===== config.mk =====
export PLATFORM = sky130hd
export DESIGN_NAME = iodec_top
export DESIGN_NICKNAME = d
export VERILOG_FILES = /design/src/iodec_cc_filter.v /design/src/iodec_top.v
export VERILOG_INCLUDE_DIRS = /design/src /design/src/src
export SDC_FILE = /design/constraint.sdc
export NUM_CORES = 1
export LEC_CHECK = 0
export BUFFER_PORTS_ARGS = -buffer_cell sky130_fd_sc_hd__buf_4
export CAP_MARGIN = 20
export CORE_UTILIZATION = 29
export CTS_BUF_LIST = sky130_fd_sc_hd__clkbuf_4 sky130_fd_sc_hd__clkbuf_8 sky130_fd_sc_hd__clkbuf_16
export DETAILED_ROUTE_END_ITERATION = 12
export GPL_ROUTABILITY_DRIVEN = 1
export GPL_TIMING_DRIVEN = 0
export PLACE_DENSITY = 0.53
export SYNTH_ARGS = -nofsm -noshare
export SYNTH_HDL_FRONTEND = slang
export SYNTH_HIERARCHICAL = 1
export SYNTH_SLANG_ARGS = --single-unit
export TNS_END_PERCENT = 50

===== constraint.sdc =====
create_clock -name clk_sys_i -period 12.1 [get_ports clk_sys_i]
set_input_delay 0 -clock clk_sys_i [delete_from_list [all_inputs] [get_ports clk_sys_i]]
set_output_delay 0 -clock clk_sys_i [all_outputs]
set_load 0.01 [all_outputs]

===== src/iodec_regs.vh =====
`ifndef IODEC_REGS_VH
`define IODEC_REGS_VH
// Register offsets (plain port, word index)
`define IODEC_REG_CTRL        4'h0
`define IODEC_REG_STATUS      4'h1
`define IODEC_REG_LCSA        4'h2
`define IODEC_REG_FUNC        4'h3
// Control fields
`define IODEC_CTRL_DWMODE     0
`define IODEC_CTRL_CTRL_RST   32'h0000_0000
// Status fields
`define IODEC_ST_CC_LSB       0
`define IODEC_ST_SENSE        4
`define IODEC_ST_WCS_ARM      7
// Instruction fields (bit 0 is the msb of the word)
`define IODEC_OPC_CLASSF      6'h3f
`define IODEC_AUG_CLASSF      3'h7
// Sub-operation codes
`define IODEC_SOP_START       4'h2
`define IODEC_SOP_TEST        4'h3
`define IODEC_SOP_HALT_DESC   4'h4
`define IODEC_SOP_CHAN_RST    4'h5
`define IODEC_SOP_TERM        4'h6
`define IODEC_SOP_SEIZE       4'h7
`define IODEC_SOP_CTL_RST     4'h8
`define IODEC_SOP_CS_LOAD_EN  4'h9
`define IODEC_SOP_CS_WRITE    4'hb
`define IODEC_SOP_IRQ_EN      4'hc
`define IODEC_SOP_IRQ_DIS     4'hd
`define IODEC_SOP_IRQ_ACT     4'he
`define IODEC_SOP_IRQ_DEACT   4'hf
// Condition codes, first bit most significant
`define IODEC_CC_ACTIVATED    4'h0
`define IODEC_CC_CHAN_BUSY    4'h1
`define IODEC_CC_INOPERABLE   4'h2
`define IODEC_CC_SUB_BUSY     4'h3
`define IODEC_CC_STORED       4'h4
`define IODEC_CC_UNSUPPORTED  4'h5
`define IODEC_CC_QUEUED       4'h8
// Legacy test codes
`define IODEC_TD_CHAN_ERR     16'h8000
`define IODEC_TD_PROG_VIOL    16'h4000
`define IODEC_TD_STATUS       16'h2000
`define IODEC_TD_CC3          4'h2
`define IODEC_TD_CC2          4'h4
// Channel answer timeout in cycles
`define IODEC_ANS_TIMEOUT     8'hff
`endif


===== src/iodec_cc_filter.v =====
`timescale 1ns/1ps
`include "iodec_regs.vh"
// Folds any pattern a channel returns onto the assigned condition codes
module iodec_cc_filter (
    // Raw code
    input  wire [3:0] cc_raw_i,
    // Legal code
    output reg  [3:0] cc_o
);
    always @* begin
        case (cc_raw_i)
            `IODEC_CC_ACTIVATED,
            `IODEC_CC_CHAN_BUSY,
            `IODEC_CC_INOPERABLE,
            `IODEC_CC_SUB_BUSY,
            `IODEC_CC_STORED,
            `IODEC_CC_UNSUPPORTED,
            `IODEC_CC_QUEUED: begin
                cc_o = cc_raw_i;
            end
            // An unassigned pattern is reported as unsupported
            default: begin
                cc_o = `IODEC_CC_UNSUPPORTED;
            end
        endcase
    end
endmodule


===== src/iodec_top.v =====
// The implementer's own choices: the register addresses and the plain strobed port.
`timescale 1ns/1ps
`include "iodec_regs.vh"
module iodec_top #(
    parameter TMO_W = 8
) (
    // Clock and reset
    input  wire        clk_sys_i,
    input  wire        sys_rst_i,
    // Instruction issue
    input  wire        instr_valid_i,
    input  wire [31:0] instr_i,
    input  wire        is_legacy_i,
    input  wire        is_sense_en_i,
    input  wire        is_sense_dis_i,
    input  wire [31:0] gpr_data_i,
    input  wire        dw_mode_i,
    output wire [2:0]  gpr_sel_o,
    output reg         done_o,
    output reg  [3:0]  cc_o,
    output reg         cc_we_o,
    output reg         trap_syschk_o,
    output reg         trap_undef_o,
    output reg         irq_sense_o,
    // Channel class lookup
    output wire [6:0]  class_query_o,
    input  wire        chan_classf_i,
    input  wire        chan_present_i,
    input  wire        chan_busy_i,
    // Channel-class request
    output reg         chan_req_o,
    output reg  [3:0]  chan_op_o,
    output reg  [31:0] chan_addr_o,
    input  wire        chan_ack_i,
    input  wire [3:0]  chan_cc_i,
    // Legacy device request
    output reg         dev_req_o,
    output reg  [6:0]  dev_num_o,
    output reg  [15:0] dev_func_o,
    output reg         dev_is_test_o,
    input  wire        dev_ack_i,
    input  wire [3:0]  dev_cc_i,
    // Register port
    input  wire [3:0]  reg_addr_i,
    input  wire [31:0] reg_wdata_i,
    input  wire        reg_wr_i,
    input  wire        reg_rd_i,
    output reg  [31:0] reg_rdata_o
);
    // ------------------------------------------------------------
    // States
    // ------------------------------------------------------------
    localparam [3:0] S_IDLE = 4'b0001;
    localparam [3:0] S_CHAN = 4'b0010;
    localparam [3:0] S_DEV  = 4'b0100;
    localparam [3:0] S_DONE = 4'b1000;

    reg  [3:0]       state_reg;
    reg  [3:0]       state_next;
    reg  [31:0]      ctrl_reg;
    reg  [31:0]      lcsa_reg;
    reg  [15:0]      func_reg;
    reg  [3:0]       cc_last_reg;
    reg              wcs_arm_reg;
    reg  [TMO_W-1:0] tmo_reg;
    wire [3:0]       chan_cc_legal;

    // ------------------------------------------------------------
    // Field decode
    // ------------------------------------------------------------
    // Bit n of the word is instr_i[31-n]
    wire [5:0]  f_opc    = instr_i[31:26];
    wire [6:0]  f_dev    = instr_i[25:19];
    wire [2:0]  f_aug    = instr_i[18:16];
    wire [15:0] f_func   = instr_i[15:0];
    wire [2:0]  f_reg    = instr_i[25:23];
    wire [3:0]  f_sop    = instr_i[22:19];
    wire        f_test   = instr_i[16];
    wire        is_classf = (f_opc == `IODEC_OPC_CLASSF) && (f_aug == `IODEC_AUG_CLASSF);

    assign gpr_sel_o     = f_reg;

    // Logical channel and subaddress
    function [31:0] form_lcsa;
        input [2:0]  rsel;
        input [31:0] rval;
        input [15:0] cnst;
        begin
            if (rsel != 3'h0) begin
                form_lcsa = rval + {16'h0000, cnst};
            end else begin
                form_lcsa = {16'h0000, cnst};
            end
        end
    endfunction

    // Channel-class lookup follows the register offset; otherwise the device field is used
    wire [31:0] lcsa_now = form_lcsa(f_reg, gpr_data_i, f_func);
    assign class_query_o = is_classf ? lcsa_now[15:9] : f_dev;

    // Sub-op validity
    function sop_assigned;
        input [3:0] sop;
        begin
            case (sop)
                `IODEC_SOP_START, `IODEC_SOP_TEST, `IODEC_SOP_HALT_DESC,
                `IODEC_SOP_CHAN_RST, `IODEC_SOP_TERM, `IODEC_SOP_SEIZE,
                `IODEC_SOP_CTL_RST, `IODEC_SOP_CS_LOAD_EN, `IODEC_SOP_CS_WRITE,
                `IODEC_SOP_IRQ_EN, `IODEC_SOP_IRQ_DIS, `IODEC_SOP_IRQ_ACT,
                `IODEC_SOP_IRQ_DEACT: begin
                    sop_assigned = 1'b1;
                end
                default: begin
                    sop_assigned = 1'b0;
                end
            endcase
        end
    endfunction

    // Word-mode test toward a channel-class channel
    function [3:0] td_word_cc;
        input [15:0] code;
        begin
            if (code == `IODEC_TD_CHAN_ERR || code == `IODEC_TD_PROG_VIOL) begin
                td_word_cc = `IODEC_TD_CC3;
            end else if (code == `IODEC_TD_STATUS) begin
                td_word_cc = `IODEC_TD_CC2;
            end else begin
                td_word_cc = 4'h0;
            end
        end
    endfunction

    // Mode comes from the pin or from software control
    wire dw_mode = dw_mode_i | ctrl_reg[`IODEC_CTRL_DWMODE];

    iodec_cc_filter u_cc_filter (
        .cc_raw_i (chan_cc_i),
        .cc_o     (chan_cc_legal)
    );

    // ------------------------------------------------------------
    // Sequencer
    // ------------------------------------------------------------
    always @* begin
        state_next = state_reg;
        case (state_reg)
            S_IDLE: begin
                if (instr_valid_i) begin
                    state_next = S_DONE;
                end
            end
            S_CHAN: begin
                if (chan_ack_i || tmo_reg == `IODEC_ANS_TIMEOUT) begin
                    state_next = S_DONE;
                end
            end
            S_DEV: begin
                if (dev_ack_i || tmo_reg == `IODEC_ANS_TIMEOUT) begin
                    state_next = S_DONE;
                end
            end
            S_DONE: begin
                state_next = S_IDLE;
            end
            default: begin
                state_next = S_IDLE;
            end
        endcase
    end

    always @(posedge clk_sys_i or posedge sys_rst_i) begin
        if (sys_rst_i) begin
            state_reg     <= S_IDLE;
            done_o        <= 1'b0;
            cc_o          <= 4'h0;
            cc_we_o       <= 1'b0;
            trap_syschk_o <= 1'b0;
            trap_undef_o  <= 1'b0;
            irq_sense_o   <= 1'b0;
            chan_req_o    <= 1'b0;
            chan_op_o     <= 4'h0;
            chan_addr_o   <= 32'h0000_0000;
            dev_req_o     <= 1'b0;
            dev_num_o     <= 7'h00;
            dev_func_o    <= 16'h0000;
            dev_is_test_o <= 1'b0;
            lcsa_reg      <= 32'h0000_0000;
            func_reg      <= 16'h0000;
            cc_last_reg   <= 4'h0;
            wcs_arm_reg   <= 1'b0;
            tmo_reg       <= {TMO_W{1'b0}};
        end else begin
            done_o        <= 1'b0;
            cc_we_o       <= 1'b0;
            trap_syschk_o <= 1'b0;
            trap_undef_o  <= 1'b0;
            state_reg     <= state_next;
            case (state_reg)
                S_IDLE: begin
                    tmo_reg <= {TMO_W{1'b0}};
                    if (instr_valid_i) begin
                        if (is_sense_en_i) begin
                            irq_sense_o <= 1'b1;
                        end else if (is_sense_dis_i) begin
                            irq_sense_o <= 1'b0;
                        end else if (is_classf) begin
                            lcsa_reg <= lcsa_now;
                            if (!chan_present_i) begin
                                cc_o    <= `IODEC_CC_INOPERABLE;
                                cc_we_o <= 1'b1;
                            end else if (!chan_classf_i) begin
                                trap_undef_o <= 1'b1;
                            end else if (!sop_assigned(f_sop)) begin
                                cc_o    <= `IODEC_CC_UNSUPPORTED;
                                cc_we_o <= 1'b1;
                            end else if (chan_busy_i) begin
                                cc_o    <= `IODEC_CC_CHAN_BUSY;
                                cc_we_o <= 1'b1;
                            end else begin
                                // Write without a preceding load enable is refused
                                if (f_sop == `IODEC_SOP_CS_WRITE && !wcs_arm_reg) begin
                                    cc_o    <= `IODEC_CC_UNSUPPORTED;
                                    cc_we_o <= 1'b1;
                                end else begin
                                    // Start, halt and all others go to the channel
                                    chan_req_o  <= 1'b1;
                                    chan_op_o   <= f_sop;
                                    chan_addr_o <= lcsa_now;
                                    state_reg   <= S_CHAN;
                                end
                                wcs_arm_reg <= (f_sop == `IODEC_SOP_CS_LOAD_EN);
                            end
                        end else if (is_legacy_i) begin
                            func_reg <= f_func;
                            if (chan_classf_i) begin
                                if (dw_mode) begin
                                    trap_syschk_o <= 1'b1;
                                end else if (f_test) begin
                                    cc_o    <= td_word_cc(f_func);
                                    cc_we_o <= 1'b1;
                                end
                            end else begin
                                dev_req_o     <= 1'b1;
                                dev_num_o     <= f_dev;
                                dev_is_test_o <= f_test;
                                // Test carries only bits 16-27
                                dev_func_o    <= f_test ? {f_func[15:4], 4'h0} : f_func;
                                state_reg     <= S_DEV;
                            end
                        end
                    end
                end
                S_CHAN: begin
                    chan_req_o <= 1'b0;
                    tmo_reg    <= tmo_reg + 1'b1;
                    if (chan_ack_i) begin
                        cc_o    <= chan_cc_legal;
                        cc_we_o <= 1'b1;
                    end else if (tmo_reg == `IODEC_ANS_TIMEOUT) begin
                        // A silent channel counts as inoperable
                        cc_o    <= `IODEC_CC_INOPERABLE;
                        cc_we_o <= 1'b1;
                    end
                end
                S_DEV: begin
                    dev_req_o <= 1'b0;
                    tmo_reg   <= tmo_reg + 1'b1;
                    if (dev_ack_i && dev_is_test_o) begin
                        cc_o    <= dev_cc_i;
                        cc_we_o <= 1'b1;
                    end
                end
                S_DONE: begin
                    done_o <= 1'b1;
                    if (cc_we_o) begin
                        cc_last_reg <= cc_o;
                    end
                end
                default: begin
                    state_reg <= S_IDLE;
                end
            endcase
        end
    end

    // ------------------------------------------------------------
    // Register port
    // ------------------------------------------------------------
    always @(posedge clk_sys_i or posedge sys_rst_i) begin
        if (sys_rst_i) begin
            ctrl_reg    <= `IODEC_CTRL_CTRL_RST;
            reg_rdata_o <= 32'h0000_0000;
        end else begin
            if (reg_wr_i && reg_addr_i == `IODEC_REG_CTRL) begin
                ctrl_reg <= {31'h0000_0000, reg_wdata_i[`IODEC_CTRL_DWMODE]};
            end
            reg_rdata_o <= 32'h0000_0000;
            if (reg_rd_i) begin
                case (reg_addr_i)
                    `IODEC_REG_CTRL: begin
                        reg_rdata_o <= ctrl_reg;
                    end
                    `IODEC_REG_STATUS: begin
                        reg_rdata_o <= {24'h000000, wcs_arm_reg, 2'b00, irq_sense_o, cc_last_reg};
                    end
                    `IODEC_REG_LCSA: begin
                        reg_rdata_o <= lcsa_reg;
                    end
                    `IODEC_REG_FUNC: begin
                        reg_rdata_o <= {16'h0000, func_reg};
                    end
                    default: begin
                        reg_rdata_o <= 32'h0000_0000;
                    end
                endcase
            end
        end
    end
endmodule


# Word level (Yosys, flattened, before mapping)
# Memories as Yosys holds them, arrays and structs flattened.
# Cells that the tools add are included.
[word_totals]
regBits = 169
romBits = 16
inputBits = 122
output_inout_bits = 113
word_cells = 202
n_memories = 1
[op_classes]
addsub = 2
eq_ne = 41
n_mux = 101
bitwise_logic = 7
reduce_logical = 29
[mem_list]
columns = ["memory", "words", "word_bits", "rd", "rd_ports_with_merged_regs", "write_ports", "line", "text"]
rows = [
  ["(no name shown)", 16, 1, 1, 0, 0, "iodec_top.v:105", "case (sop)"],
]
[ops]
columns = ["operator", "n"]
rows = [
  ["4-bit two-way mux", 32],
  ["32-bit one-hot mux with 4 select lines", 1],
  ["32-bit two-way mux", 2],
  ["1-bit two-way mux", 56],
  ["32-bit by 16-bit adder with 32-bit output", 1],
  ["2-bit inequality test (second input constant)", 12],
  ["4-bit one-hot mux with 3 select lines", 2],
  ["4-bit by 2-bit == test with 1-bit output (second input constant)", 5],
  ["10-bit AND reduction", 2],
  ["3-bit inequality test (second input constant)", 6],
  ["16-bit by 14-bit == test with 1-bit output (second input constant)", 1],
  ["16-bit by 15-bit == test with 1-bit output (second input constant)", 1],
  ["16-bit == test (second input constant)", 1],
  ["4-bit == test (second input constant)", 4],
  ["8-bit one-hot mux with 2 select lines", 1],
  ["7-bit AND reduction", 2],
  ["4-bit by 1-bit == test with 1-bit output (second input constant)", 3],
  ["4-bit by 3-bit == test with 1-bit output (second input constant)", 3],
  ["12-bit AND reduction", 1],
  ["9-bit AND reduction", 1],
  ["8-bit by 1-bit adder with 8-bit output (second input constant)", 1],
  ["8-bit == test (second input constant)", 1],
  ["4-bit logical NOT", 2],
  ["4-bit one-hot mux with 2 select lines", 1],
  ["22 further kinds", 38],
]

# Longest topological paths before layout
# Gate-level depths: netlist of the first run.
# An unclocked memory read counts as a cell.
[logic_depth]
ltp_word = 16
mapped_depth = 10
depth_no_buf = 10

# Cells and area by module
# Netlist of the first run, hierarchy kept.
[modules_own_cells]
columns = ["mod", "instances", "cells_per_inst", "area_per_inst_um2", "seq_area_each_um2"]
rows = [
  ["iodec_top", 1, 798, 8196.6, 4230.3],
  ["iodec_cc_filter", 1, 7, 48.8, 0.0],
]

# Worst setup path after synthesis of the first run
# No wires, ideal clock.
[synth_timing]
path_type = "register -> register"
startpoint = "reg state_reg[0]"
endpoint = "reg dev_func_o[10]"
arrival_ps = 2003
path_slack_ps = 9973
stages_incl_launch_ff = 8
path_buffers = 2
path_cell_list = "dfstp_2 nor4b_2 and2_1 buf_2 nand2_1 nor3_1 buf_2 mux2_2"
[synth_between]
elab_chain_len = 2
[synth_rtl]
columns = ["element", "line", "text"]
rows = [
  ["start, declared", "iodec_top.v:58", "reg [3:0] state_reg;"],
  ["start signal, assigned", "iodec_top.v:198", "state_reg <= state_next;"],
  ["4-bit by 1-bit == test with 1-bit output", "iodec_top.v:199", "case (state_reg)"],
  ["7-bit AND reduction (no line)", "n/a", ""],
  ["end signal, assigned", "iodec_top.v:248", "dev_func_o <= f_test ? {f_func[15:4], 4'h0} : f_func;"],
  ["end, declared", "iodec_top.v:39", "output reg [15:0] dev_func_o,"],
]
# Every way passes these cells.
# A chain may end at the register's enable or synchronous reset.

# Worst setup path after layout of the first run
[layout_timing]
startpoint = "in instr_i[0]"
endpoint = "out class_query_o[5]"
[layout_between]
elab_chain_len = 3
[layout_rtl]
columns = ["element", "line", "text"]
rows = [
  ["start, declared", "iodec_top.v:12", "input wire [31:0] instr_i,"],
  ["32-bit by 16-bit adder with 32-bit output", "iodec_top.v:90", "form_lcsa = rval + {16'h0000, cnst};"],
  ["32-bit two-way mux", "iodec_top.v:89", "if (rsel != 3'h0) begin"],
  ["7-bit two-way mux", "iodec_top.v:99", "assign class_query_o = is_classf ? lcsa_now[15:9] : f_dev;"],
  ["end, declared", "iodec_top.v:26", "output wire [6:0] class_query_o,"],
]
# Every way passes these cells.

==> results of run 1 <==
==> worst max-delay path, stage by stage <==
cell and delay [ns]:
dlygate4sd3_1 0.53, buf_4 0.15, ha_1 0.17, inv_1 0.05
fa_1 0.38, nor2b_1 0.23, o2111ai_1 0.19, nand2_1 0.22
a211oi_1 0.13, o21ai_0 0.54, xnor2_1 0.18, a311oi_1 0.32
buf_4 0.19
==> cell usage in the layout, fill, tap and decap left out, types with 3 or more instances in the layout <==
cell / instances
nor2_1: 52
a21o_1: 7
nand3b_1: 4
buf_2: 8
nand3_1: 22
a32oi_1: 4
buf_4: 204
xor2_1: 9
clkbuf_16: 17
a21oi_1: 21
a22oi_1: 17
clkbuf_1: 25
nor4b_2: 3
nor3_1: 13
a211oi_1: 3
ha_1: 17
dfrtp_1: 168
mux2i_1: 12
mux2_2: 48
o21ai_1: 4
inv_8: 4
and4_1: 3
nor4_1: 3
xnor2_1: 19
a31oi_1: 9
inv_1: 12
inv_6: 3
or3_1: 4
and2_1: 5
o21ai_0: 85
nand2b_1: 5
nand2_1: 112
dlygate4sd3_1: 60
o21a_1: 3
o31ai_1: 9
nand4_1: 8
nor2b_1: 6
and3_1: 30
a22o_1: 4
o211ai_1: 3
==> power by group <==
| part | internal, uW | switching, uW |
|---|---|---|
| Sequential | 611 | 28.0 |
| Clock | 302 | 255 |
| Combinational | 136 | 141 |
| Total | 1050 | 424 |
==> Yosys cell counts, drive strengths merged, types with 14 or more instances <==
| master | instances | area (um^2) |
|---|---|---|
| a21oi | 21 | 105 |
| a22oi | 17 | 128 |
| and3 | 30 | 188 |
| buf | 14 | 87.6 |
| clkbuf | 25 | 93.8 |
| dfrtp | 168 | 4200 |
| ha | 17 | 213 |
| mux2 | 48 | 541 |
| nand2 | 114 | 433 |
| nand3 | 23 | 128 |
| nor2 | 54 | 213 |
| nor3 | 14 | 70.1 |
| o21ai | 89 | 445 |
| xnor2 | 19 | 166 |
==> path summary, 6_finish.rpt <==
check	start	end	slack [ns]	cells after the start
min reg2reg	lcsa_reg[30]	lcsa_reg[30]	0.48	2
min	reg_addr_i[3]	reg_rdata_o[1]	0.009	4
max	instr_i[0]	class_query_o[5]	8.82	13
max reg2reg	state_reg[0]	trap_syschk_o	9.33	9
max in group asynchronous	sys_rst_i	chan_addr_o[9]	11.04	4
min in group asynchronous	sys_rst_i	reg_rdata_o[30]	0.17	3
==> stage by stage <==
| stage | hold WS (ns) | cell area (um^2) |
|---|---|---|
| 2_1_floorplan | 0.0918 | 8250 |
| 3_5_place_dp | 0.109 | 10300 |
| 5_1_grt | 0.0290 | 11500 |
| 3_3_place_gp | 0.238 | 10200 |
| 4_1_cts | 0.00292 | 11500 |
| 6_report | 0.00885 | 11500 |
==> layer usage <==
metal | global-route usage | vias to the layer above | wire [um]
met1 | 0.264 | 3545 | 13000
met4 | 0.0584 | 0 | 587
li1 | - | 3471 | -
met3 | 0.0444 | 26 | 1380
met2 | 0.322 | 189 | 12900
met5 | 0 | - | 0
==> logic make-up (layout without fill, tap and decap cells) <==
family,Yosys count,after routing,synth area share
simple gates,286,286,0.173
compound gates,191,191,0.146
flops,169,169,0.513
mux,61,61,0.0829
buf+inv,52,347,0.0279
xor+xnor,28,28,0.0297
fa+ha+maj,18,18,0.0282
other cells,0,1,0
==> timing repair <==
| action | in CTS | in global routing |
|---|---|---|
| setup buffers | 0 | 0 |
| hold buffers | 60 | 0 |
| hold endpoints to repair | 179 | 0 |
==> final cells by class <==
type / count / area (um^2) / area share
repair buffers: 263 / 2140 / 0.187
clock buffers: 20 / 454 / 0.0396
multi-input cells: 584 / 3790 / 0.331
diodes: 1 / 2.50 / 0.000218
plain buffers: 39 / 181 / 0.0158
flip-flops and latches: 169 / 4230 / 0.369
inverters: 13 / 56.3 / 0.00491
clock inverters: 12 / 136 / 0.0119
well taps: 378 / 473 / 0.0412
==> results.json, run 1 <==
{
  "status": "complete, no violations",
  "syn_inst": 805,
  "syn_to_final_growth_pct": 39.1,
  "worstSetupPathType": "primary input to output port",
  "tns_ns": 0,
  "io_buffers": 201,
  "utilization": 0.412,
  "via_per_inst": 4.89,
  "grt_max_degree": 93,
  "synth.distinct_cells": 72,
  "final_cell_count_no_fill": 1479,
  "clock_sinks": 169,
  "netlist_area_mm2": 0.00825,
  "antenna_found_initial": 1,
  "cts_tree": "yes",
  "fin_crit_sh": 0.271,
  "slew_viol_final": 0,
  "wire_per_inst_um": 18.8,
  "htree_levels": 4,
  "ys_async_sr_fraction": 1.00,
  "die_y_um": 171,
  "synth_edf_count": 0,
  "fill_cells": 2782,
  "grt_pass1_vias": 7505,
  "grt_use_total": 0.199,
  "num_io_pins": 235,
  "hold_viol_final": 0,
  "power-per-cell-area_mw_per_mm2": 128,
  "yosys_most_used_dff": "dfrtp_1",
  "drtPass1Iterations": 5,
  "place_inst": 1386,
  "die_w_um": 171,
  "dp_slack_ns": 9.42,
  "drt-initial-drc-count": 422,
  "hold_path_class": "primary input to flop",
  "worst_slew_pin_slew_ns": 1.04,
  "power_uw": 1470,
  "cts_root_buf": "clkbuf_16",
  "postRouteAntennaNets": 0,
  "vdd_drop_max_mv": 0.0737,
  "syn_nets": 945,
  "slew_headroom": 0.305,
  "core_mm2": 0.0279,
  "critical_path_required_ns": 12.10,
  "skew_ns": 0.0106,
  "p_leak_uw": 0.00549,
  "finalSetupViolCount": 0,
  "avgSynthCellArea_um2": 10.2,
  "grt_overflow_total": 0,
  "grt_first_pass_wirelength_mm": 43.4,
  "ys_warn_count": 6,
  "layout-drive-gt1-share": 0.285,
  "numCtsBuffers": 17,
  "layout_setup_ws_ns": 8.82,
  "clk_latency_ns": 0.43,
  "seq_area_frac_synth": 0.513,
  "routed_wl_mm": 27.9,
  "die_area_mm2": 0.0291,
  "rows": 61,
  "ys_seq_elements": 169,
  "place_congestion": 0.842,
  "initial_core_util": 0.296,
  "max_freq_mhz": 305,
  "crit_fanout": 5,
  "cts_buffer_depth": 2,
  "cp-start-kind": "primary input",
  "rsz0062_at_grt": "false",
  "drc": 0,
  "clkTransAtPathRegs_ns": 0.07,
  "cap_violations": 0,
  "end_kind": "output port",
  "dr_total_vias": 7231,
  "dpl.hpwl_mm": 21.1,
  "min_period_ns": 3.28,
  "cts-resized-gates": 0,
  "fin_nets": 1227,
  "cp.arrival_ns": 3.28
}
(Power assumes the default switching activity.)
==> run 2: changes to the inputs <==
- clock period: 12.1 -> 3.3 ns (I/O delays scaled with it)
==> results.json, run 2 (synthesis results as in run 1) <==
{
  "status": "complete, no violations",
  "switchingPower_uw": 1520,
  "cts_setup_buffers": 0,
  "finalSetupViolCount": 0,
  "min_from": "gpr_data_i[23]",
  "dpl.hpwl_mm": 21.2,
  "hold_path_class": "primary input to flop",
  "htree_levels": 4,
  "utilization": 0.414,
  "postRouteAntennaNets": 0,
  "p_seq_frac": 0.437,
  "critical_path_required_ns": 3.30,
  "worstSetupPathType": "primary input to output port",
  "cap_violations": 0,
  "min_delay_worst_endpoint": "lcsa_reg[23]",
  "power-per-cell-area_mw_per_mm2": 465,
  "grt_use_total": 0.196,
  "fin_crit_sh": 0.944,
  "slew_viol_final": 0,
  "die_y_um": 171,
  "num_io_pins": 235,
  "pwr-share-comb": 0.191,
  "initial_core_util": 0.296,
  "r2r_end": "trap_syschk_o",
  "wire_per_inst_um": 18.7,
  "grt_util_met3": 0.0391,
  "via_per_inst": 4.91,
  "syn_to_final_growth_pct": 39.9,
  "p_leak_uw": 0.00550,
  "clkTransAtPathRegs_ns": 0.06,
  "rr_startpoint": "state_reg[0]",
  "fin_nets": 1232,
  "drtPass1Iterations": 7,
  "die_w_um": 171,
  "layout_common_cells": "buf_4 (204), dfrtp_1 (168), nand2_1 (112), o21ai_0 (83), dlygate4sd3_1 (61)",
  "p_int_uw": 3850,
  "clock_sinks": 169,
  "met1_usage": 0.267,
  "numCtsBuffers": 17,
  "clk_latency_ns": 0.43,
  "max_freq_mhz": 321,
  "drt-initial-drc-count": 474,
  "final_cell_count_no_fill": 1483,
  "clock_power_share": 0.372,
  "hold-path-cell-count": 3,
  "rrSetupSlack_ns": 0.51,
  "io_buffers": 201,
  "final_common_cell": "buf_4",
  "cts_buffer_depth": 2,
  "p_sw_frac": 0.283,
  "cp.arrival_ns": 3.12,
  "dr_total_vias": 7285,
  "layout-drive-gt1-share": 0.288,
  "startpoint": "instr_i[0]",
  "skew_ns": 0.0122,
  "hold_viol_final": 0,
  "vdd_drop_max_mv": 0.294,
  "worst_slew_pin_slew_ns": 0.978,
  "grt_first_pass_wirelength_mm": 42.7,
  "place_inst": 1390,
  "reg2reg_depth": 9,
  "end_kind": "output port",
  "cp-start-kind": "primary input",
  "rsz0062_at_grt": "false",
  "min_period_ns": 3.12,
  "cts_root_buf": "clkbuf_16",
  "grt_overflow_total": 0,
  "drc": 0,
  "core_mm2": 0.0279,
  "routed_wl_mm": 27.7,
  "grt_util_met2": 0.311,
  "cts_tree": "yes",
  "rows": 61,
  "grt_pass1_vias": 7247,
  "slew_headroom": 0.343,
  "crit_fanout": 5,
  "place_congestion": 0.859,
  "antenna_found_initial": 2,
  "busiest_layer": "met2",
  "grt_max_degree": 39,
  "die_area_mm2": 0.0291
}
==> run 2: cell types whose count changed in the layout (fill, tap and decap cells not counted), sizes merged <==
cell	before	now
buf	217	220
clkinvlp	1	4
inv	19	16
clkdlybuf4s18	0	1
clkinv	4	3
dlygate4sd3	60	61
==> run 2: cell type report <==
cell class                 count  area, um^2
inverter                      13        52.6
timing repair buffer         268        2230
buffer                        39         181
sequential                   169        4230
antenna                        1        2.50
tap                          378         473
fill                        2758       16300
clock buffer                  20         460
multi-input combinational    584        3790
clock inverter                11         114
==> run 2: routing by layer <==
metal	up-vias	share of wire
li1	3467	-
met1	3577	0.46
met2	216	0.46
met3	25	0.054
met4	0	0.018
met5	-	0
==> run 2: timing repair <==
| action | CTS | global route |
|---|---|---|
| setup endpoints to repair | 0 | 3 |
| hold buffers | 61 | 0 |
| hold endpoints to repair | 170 | 0 |
| resized for setup | 0 | 3 |
==> run 2: how the worst max path moves through the flow <==
stage                             to  cells after the start
floorplan             cc_last_reg[0]                      1
global placement        dev_num_o[3]                      2
detailed placement  class_query_o[6]                     10
CTS                 class_query_o[6]                     11
global route        class_query_o[5]                     13
finish              class_query_o[1]                     13
==> run 2: power groups by stage <==
stage	Combinational, uW	Clock, uW	Sequential, uW
after global routing	1110	2130	2370
after CTS	1020	2040	2340
final	1020	2000	2340
after global placement	932	0	2380
after detailed placement	954	0	2380
after floorplan	448	0	2400
==> run 2: critical path, cell delays in order <==
cell and delay (ns):
dlygate4sd3_1 0.55, buf_4 0.17, ha_1 0.21, inv_1 0.07, fa_1 0.18, nor2b_1 0.08
o2111ai_1 0.28, nand2_1 0.19, a211oi_1 0.38, xnor2_1 0.11, mux2i_1 0.54, o21ai_0 0.17
buf_4 0.19
==> run 2: stage by stage <==
step,total power (uW),hold slack (ns),setup TNS [ns],area [um^2],setup slack [ns]
6_report,5360,0.0337,0,11500,0.185
5_1_grt,5610,0.0294,0,11500,0.0473
4_1_cts,5400,0.0116,0,11500,0.0702
3_5_place_dp,3330,0.0288,0,10300,0.634
3_3_place_gp,3310,0.240,-9.30,10200,-0.0790
2_1_floorplan,2850,0.0918,0,8250,1.15
==> run 3: changes to the inputs <==
- MAX_ROUTING_LAYER: unset -> met4
==> results.json, run 3 (synthesis results as in run 1) <==
{
  "status": "complete, no violations",
  "grt_first_pass_wirelength_mm": 42.7,
  "cp-start-kind": "primary input",
  "dr_wl_met3_mm": 1.45,
  "rrSetupSlack_ns": 0.51,
  "min_delay_worst_endpoint": "lcsa_reg[23]",
  "drc": 0,
  "dr_wl_met2_mm": 12.8,
  "crit_chain": "dlygate4sd3_1, buf_4, ha_1, inv_1, fa_1, nor2b_1, o2111ai_1, nand2_1, a211oi_1, xnor2_1, mux2i_1, o21ai_0, buf_4",
  "clkTransAtPathRegs_ns": 0.06,
  "io_buffers": 201,
  "p_leak_uw": 0.00550,
  "layout_setup_ws_ns": 0.190,
  "crit_slowest_cell": "dlygate4sd3_1",
  "via_per_inst": 4.92,
  "startpoint": "instr_i[0]",
  "clock_sinks": 169,
  "rr_startpoint": "state_reg[0]",
  "end_kind": "output port",
  "drt-initial-drc-count": 515,
  "finalSetupViolCount": 0,
  "rsz0062_at_grt": "false",
  "layout_common_cells": "buf_4 (204), dfrtp_1 (168), nand2_1 (112), o21ai_0 (83), dlygate4sd3_1 (61)",
  "grt_max_degree": 39,
  "slew_viol_final": 0,
  "fin_nets": 1232,
  "drtPass1Iterations": 5,
  "r2r_end": "trap_syschk_o",
  "die_y_um": 171,
  "hold_viol_final": 0,
  "cts_buffer_depth": 2,
  "dr_total_vias": 7293,
  "dpl.hpwl_mm": 21.2,
  "syn_to_final_growth_pct": 39.9,
  "crit_fanout": 5,
  "hold-path-cell-count": 3,
  "grt_pass1_vias": 7261,
  "power-per-cell-area_mw_per_mm2": 465,
  "cts_tree": "yes",
  "postRouteAntennaNets": 0,
  "cap_violations": 0,
  "min_period_ns": 3.11,
  "power_uw": 5370,
  "critical_path_required_ns": 3.30,
  "reg2reg_depth": 9,
  "fin_crit_sh": 0.942,
  "vdd_drop_max_mv": 0.293,
  "fin_hold_ws_ns": 0.0420,
  "layout-drive-gt1-share": 0.288,
  "wire_per_inst_um": 18.6,
  "hold_path_class": "primary input to flop",
  "min_from": "gpr_data_i[23]",
  "dp_slack_ns": 0.634,
  "num_io_pins": 235,
  "initial_core_util": 0.296,
  "clk_latency_ns": 0.44,
  "worst_slew_pin_slew_ns": 0.930,
  "rows": 61,
  "antenna_found_initial": 2,
  "worstSetupPathType": "primary input to output port",
  "final_common_cell": "buf_4",
  "htree_levels": 4,
  "slew_headroom": 0.377,
  "m1WireLength_mm": 12.8,
  "cp.arrival_ns": 3.11,
  "numCtsBuffers": 17,
  "fill_cells": 2758,
  "die_w_um": 171,
  "skew_ns": 0.0148,
  "routed_wl_mm": 27.6,
  "core_mm2": 0.0279,
  "routed.top_layer": "met4",
  "cpPeakStageDelay_ns": 0.55,
  "die_area_mm2": 0.0291,
  "place_congestion": 0.873,
  "grt_overflow_total": 0,
  "grt_use_total": 0.202,
  "max_freq_mhz": 322,
  "cts_root_buf": "clkbuf_16",
  "path_common_cell": "buf_4"
}
[run 3: critical path: cells and delay by family]
| family | cells | cell delay (ns) |
|---|---|---|
| AOI/OAI and AO/OA | 3 | 0.83 |
| xor gates and xnor gates | 1 | 0.11 |
| adders and majority gates | 2 | 0.39 |
| buffers and inverters | 4 | 0.98 |
| muxes | 1 | 0.54 |
| and+or+nand+nor | 2 | 0.27 |
[run 3: power by group]
part | total, uW | switching (uW) | leakage (uW) | internal (uW)
registers | 2350 | 104 | 0.00228 | 2240
logic | 1020 | 517 | 0.00295 | 507
clock network | 2000 | 899 | 0.000274 | 1100
[run 3: final cells by class]
type / instances / area (um^2) / area share
flip-flops and latches: 169 / 4230 / 0.367
well taps: 378 / 473 / 0.0410
multi-input cells: 584 / 3790 / 0.329
repair buffers: 268 / 2230 / 0.193
clock buffers: 20 / 460 / 0.0399
diodes: 1 / 2.50 / 0.000217
inverters: 13 / 52.6 / 0.00455
clock inverters: 11 / 114 / 0.00987
plain buffers: 39 / 181 / 0.0157
[run 3: worst max path at each step]
| stage | end | slack, ns | depth (start not counted) |
|---|---|---|---|
| floorplan | cc_last_reg[0] | 1.15 | 1 |
| global placement | dev_num_o[3] | -0.08 | 2 |
| detailed placement | class_query_o[6] | 0.63 | 10 |
| CTS | class_query_o[6] | 0.07 | 11 |
| global route | class_query_o[5] | 0.05 | 13 |
| finish | class_query_o[1] | 0.19 | 13 |
[run 3: what timing repair did]
item / CTS / global route
endpoints found under the setup margin: 0 / 3
hold buffers: 61 / 0
hold endpoints to repair: 170 / 0
buffers inserted: 0 / 0
gates resized for setup: 0 / 3
[run 3: through the flow]
stage	setup TNS (ns)	instance area, um^2	std cells	utilization
floorplan	0	8250	805	-
global placement	-9.30	10200	1384	0.367
detailed placement	0	10300	1390	0.371
CTS	0	11500	1482	0.414
global route	0	11500	1483	0.414
finish	0	11500	1483	0.414
[run 3: per-layer routing]
layer  track usage  vias up
met2         0.311      223
li1              -     3468
met5             -        -
met4        0.0638        0
met1         0.269     3576
met3        0.0363       26
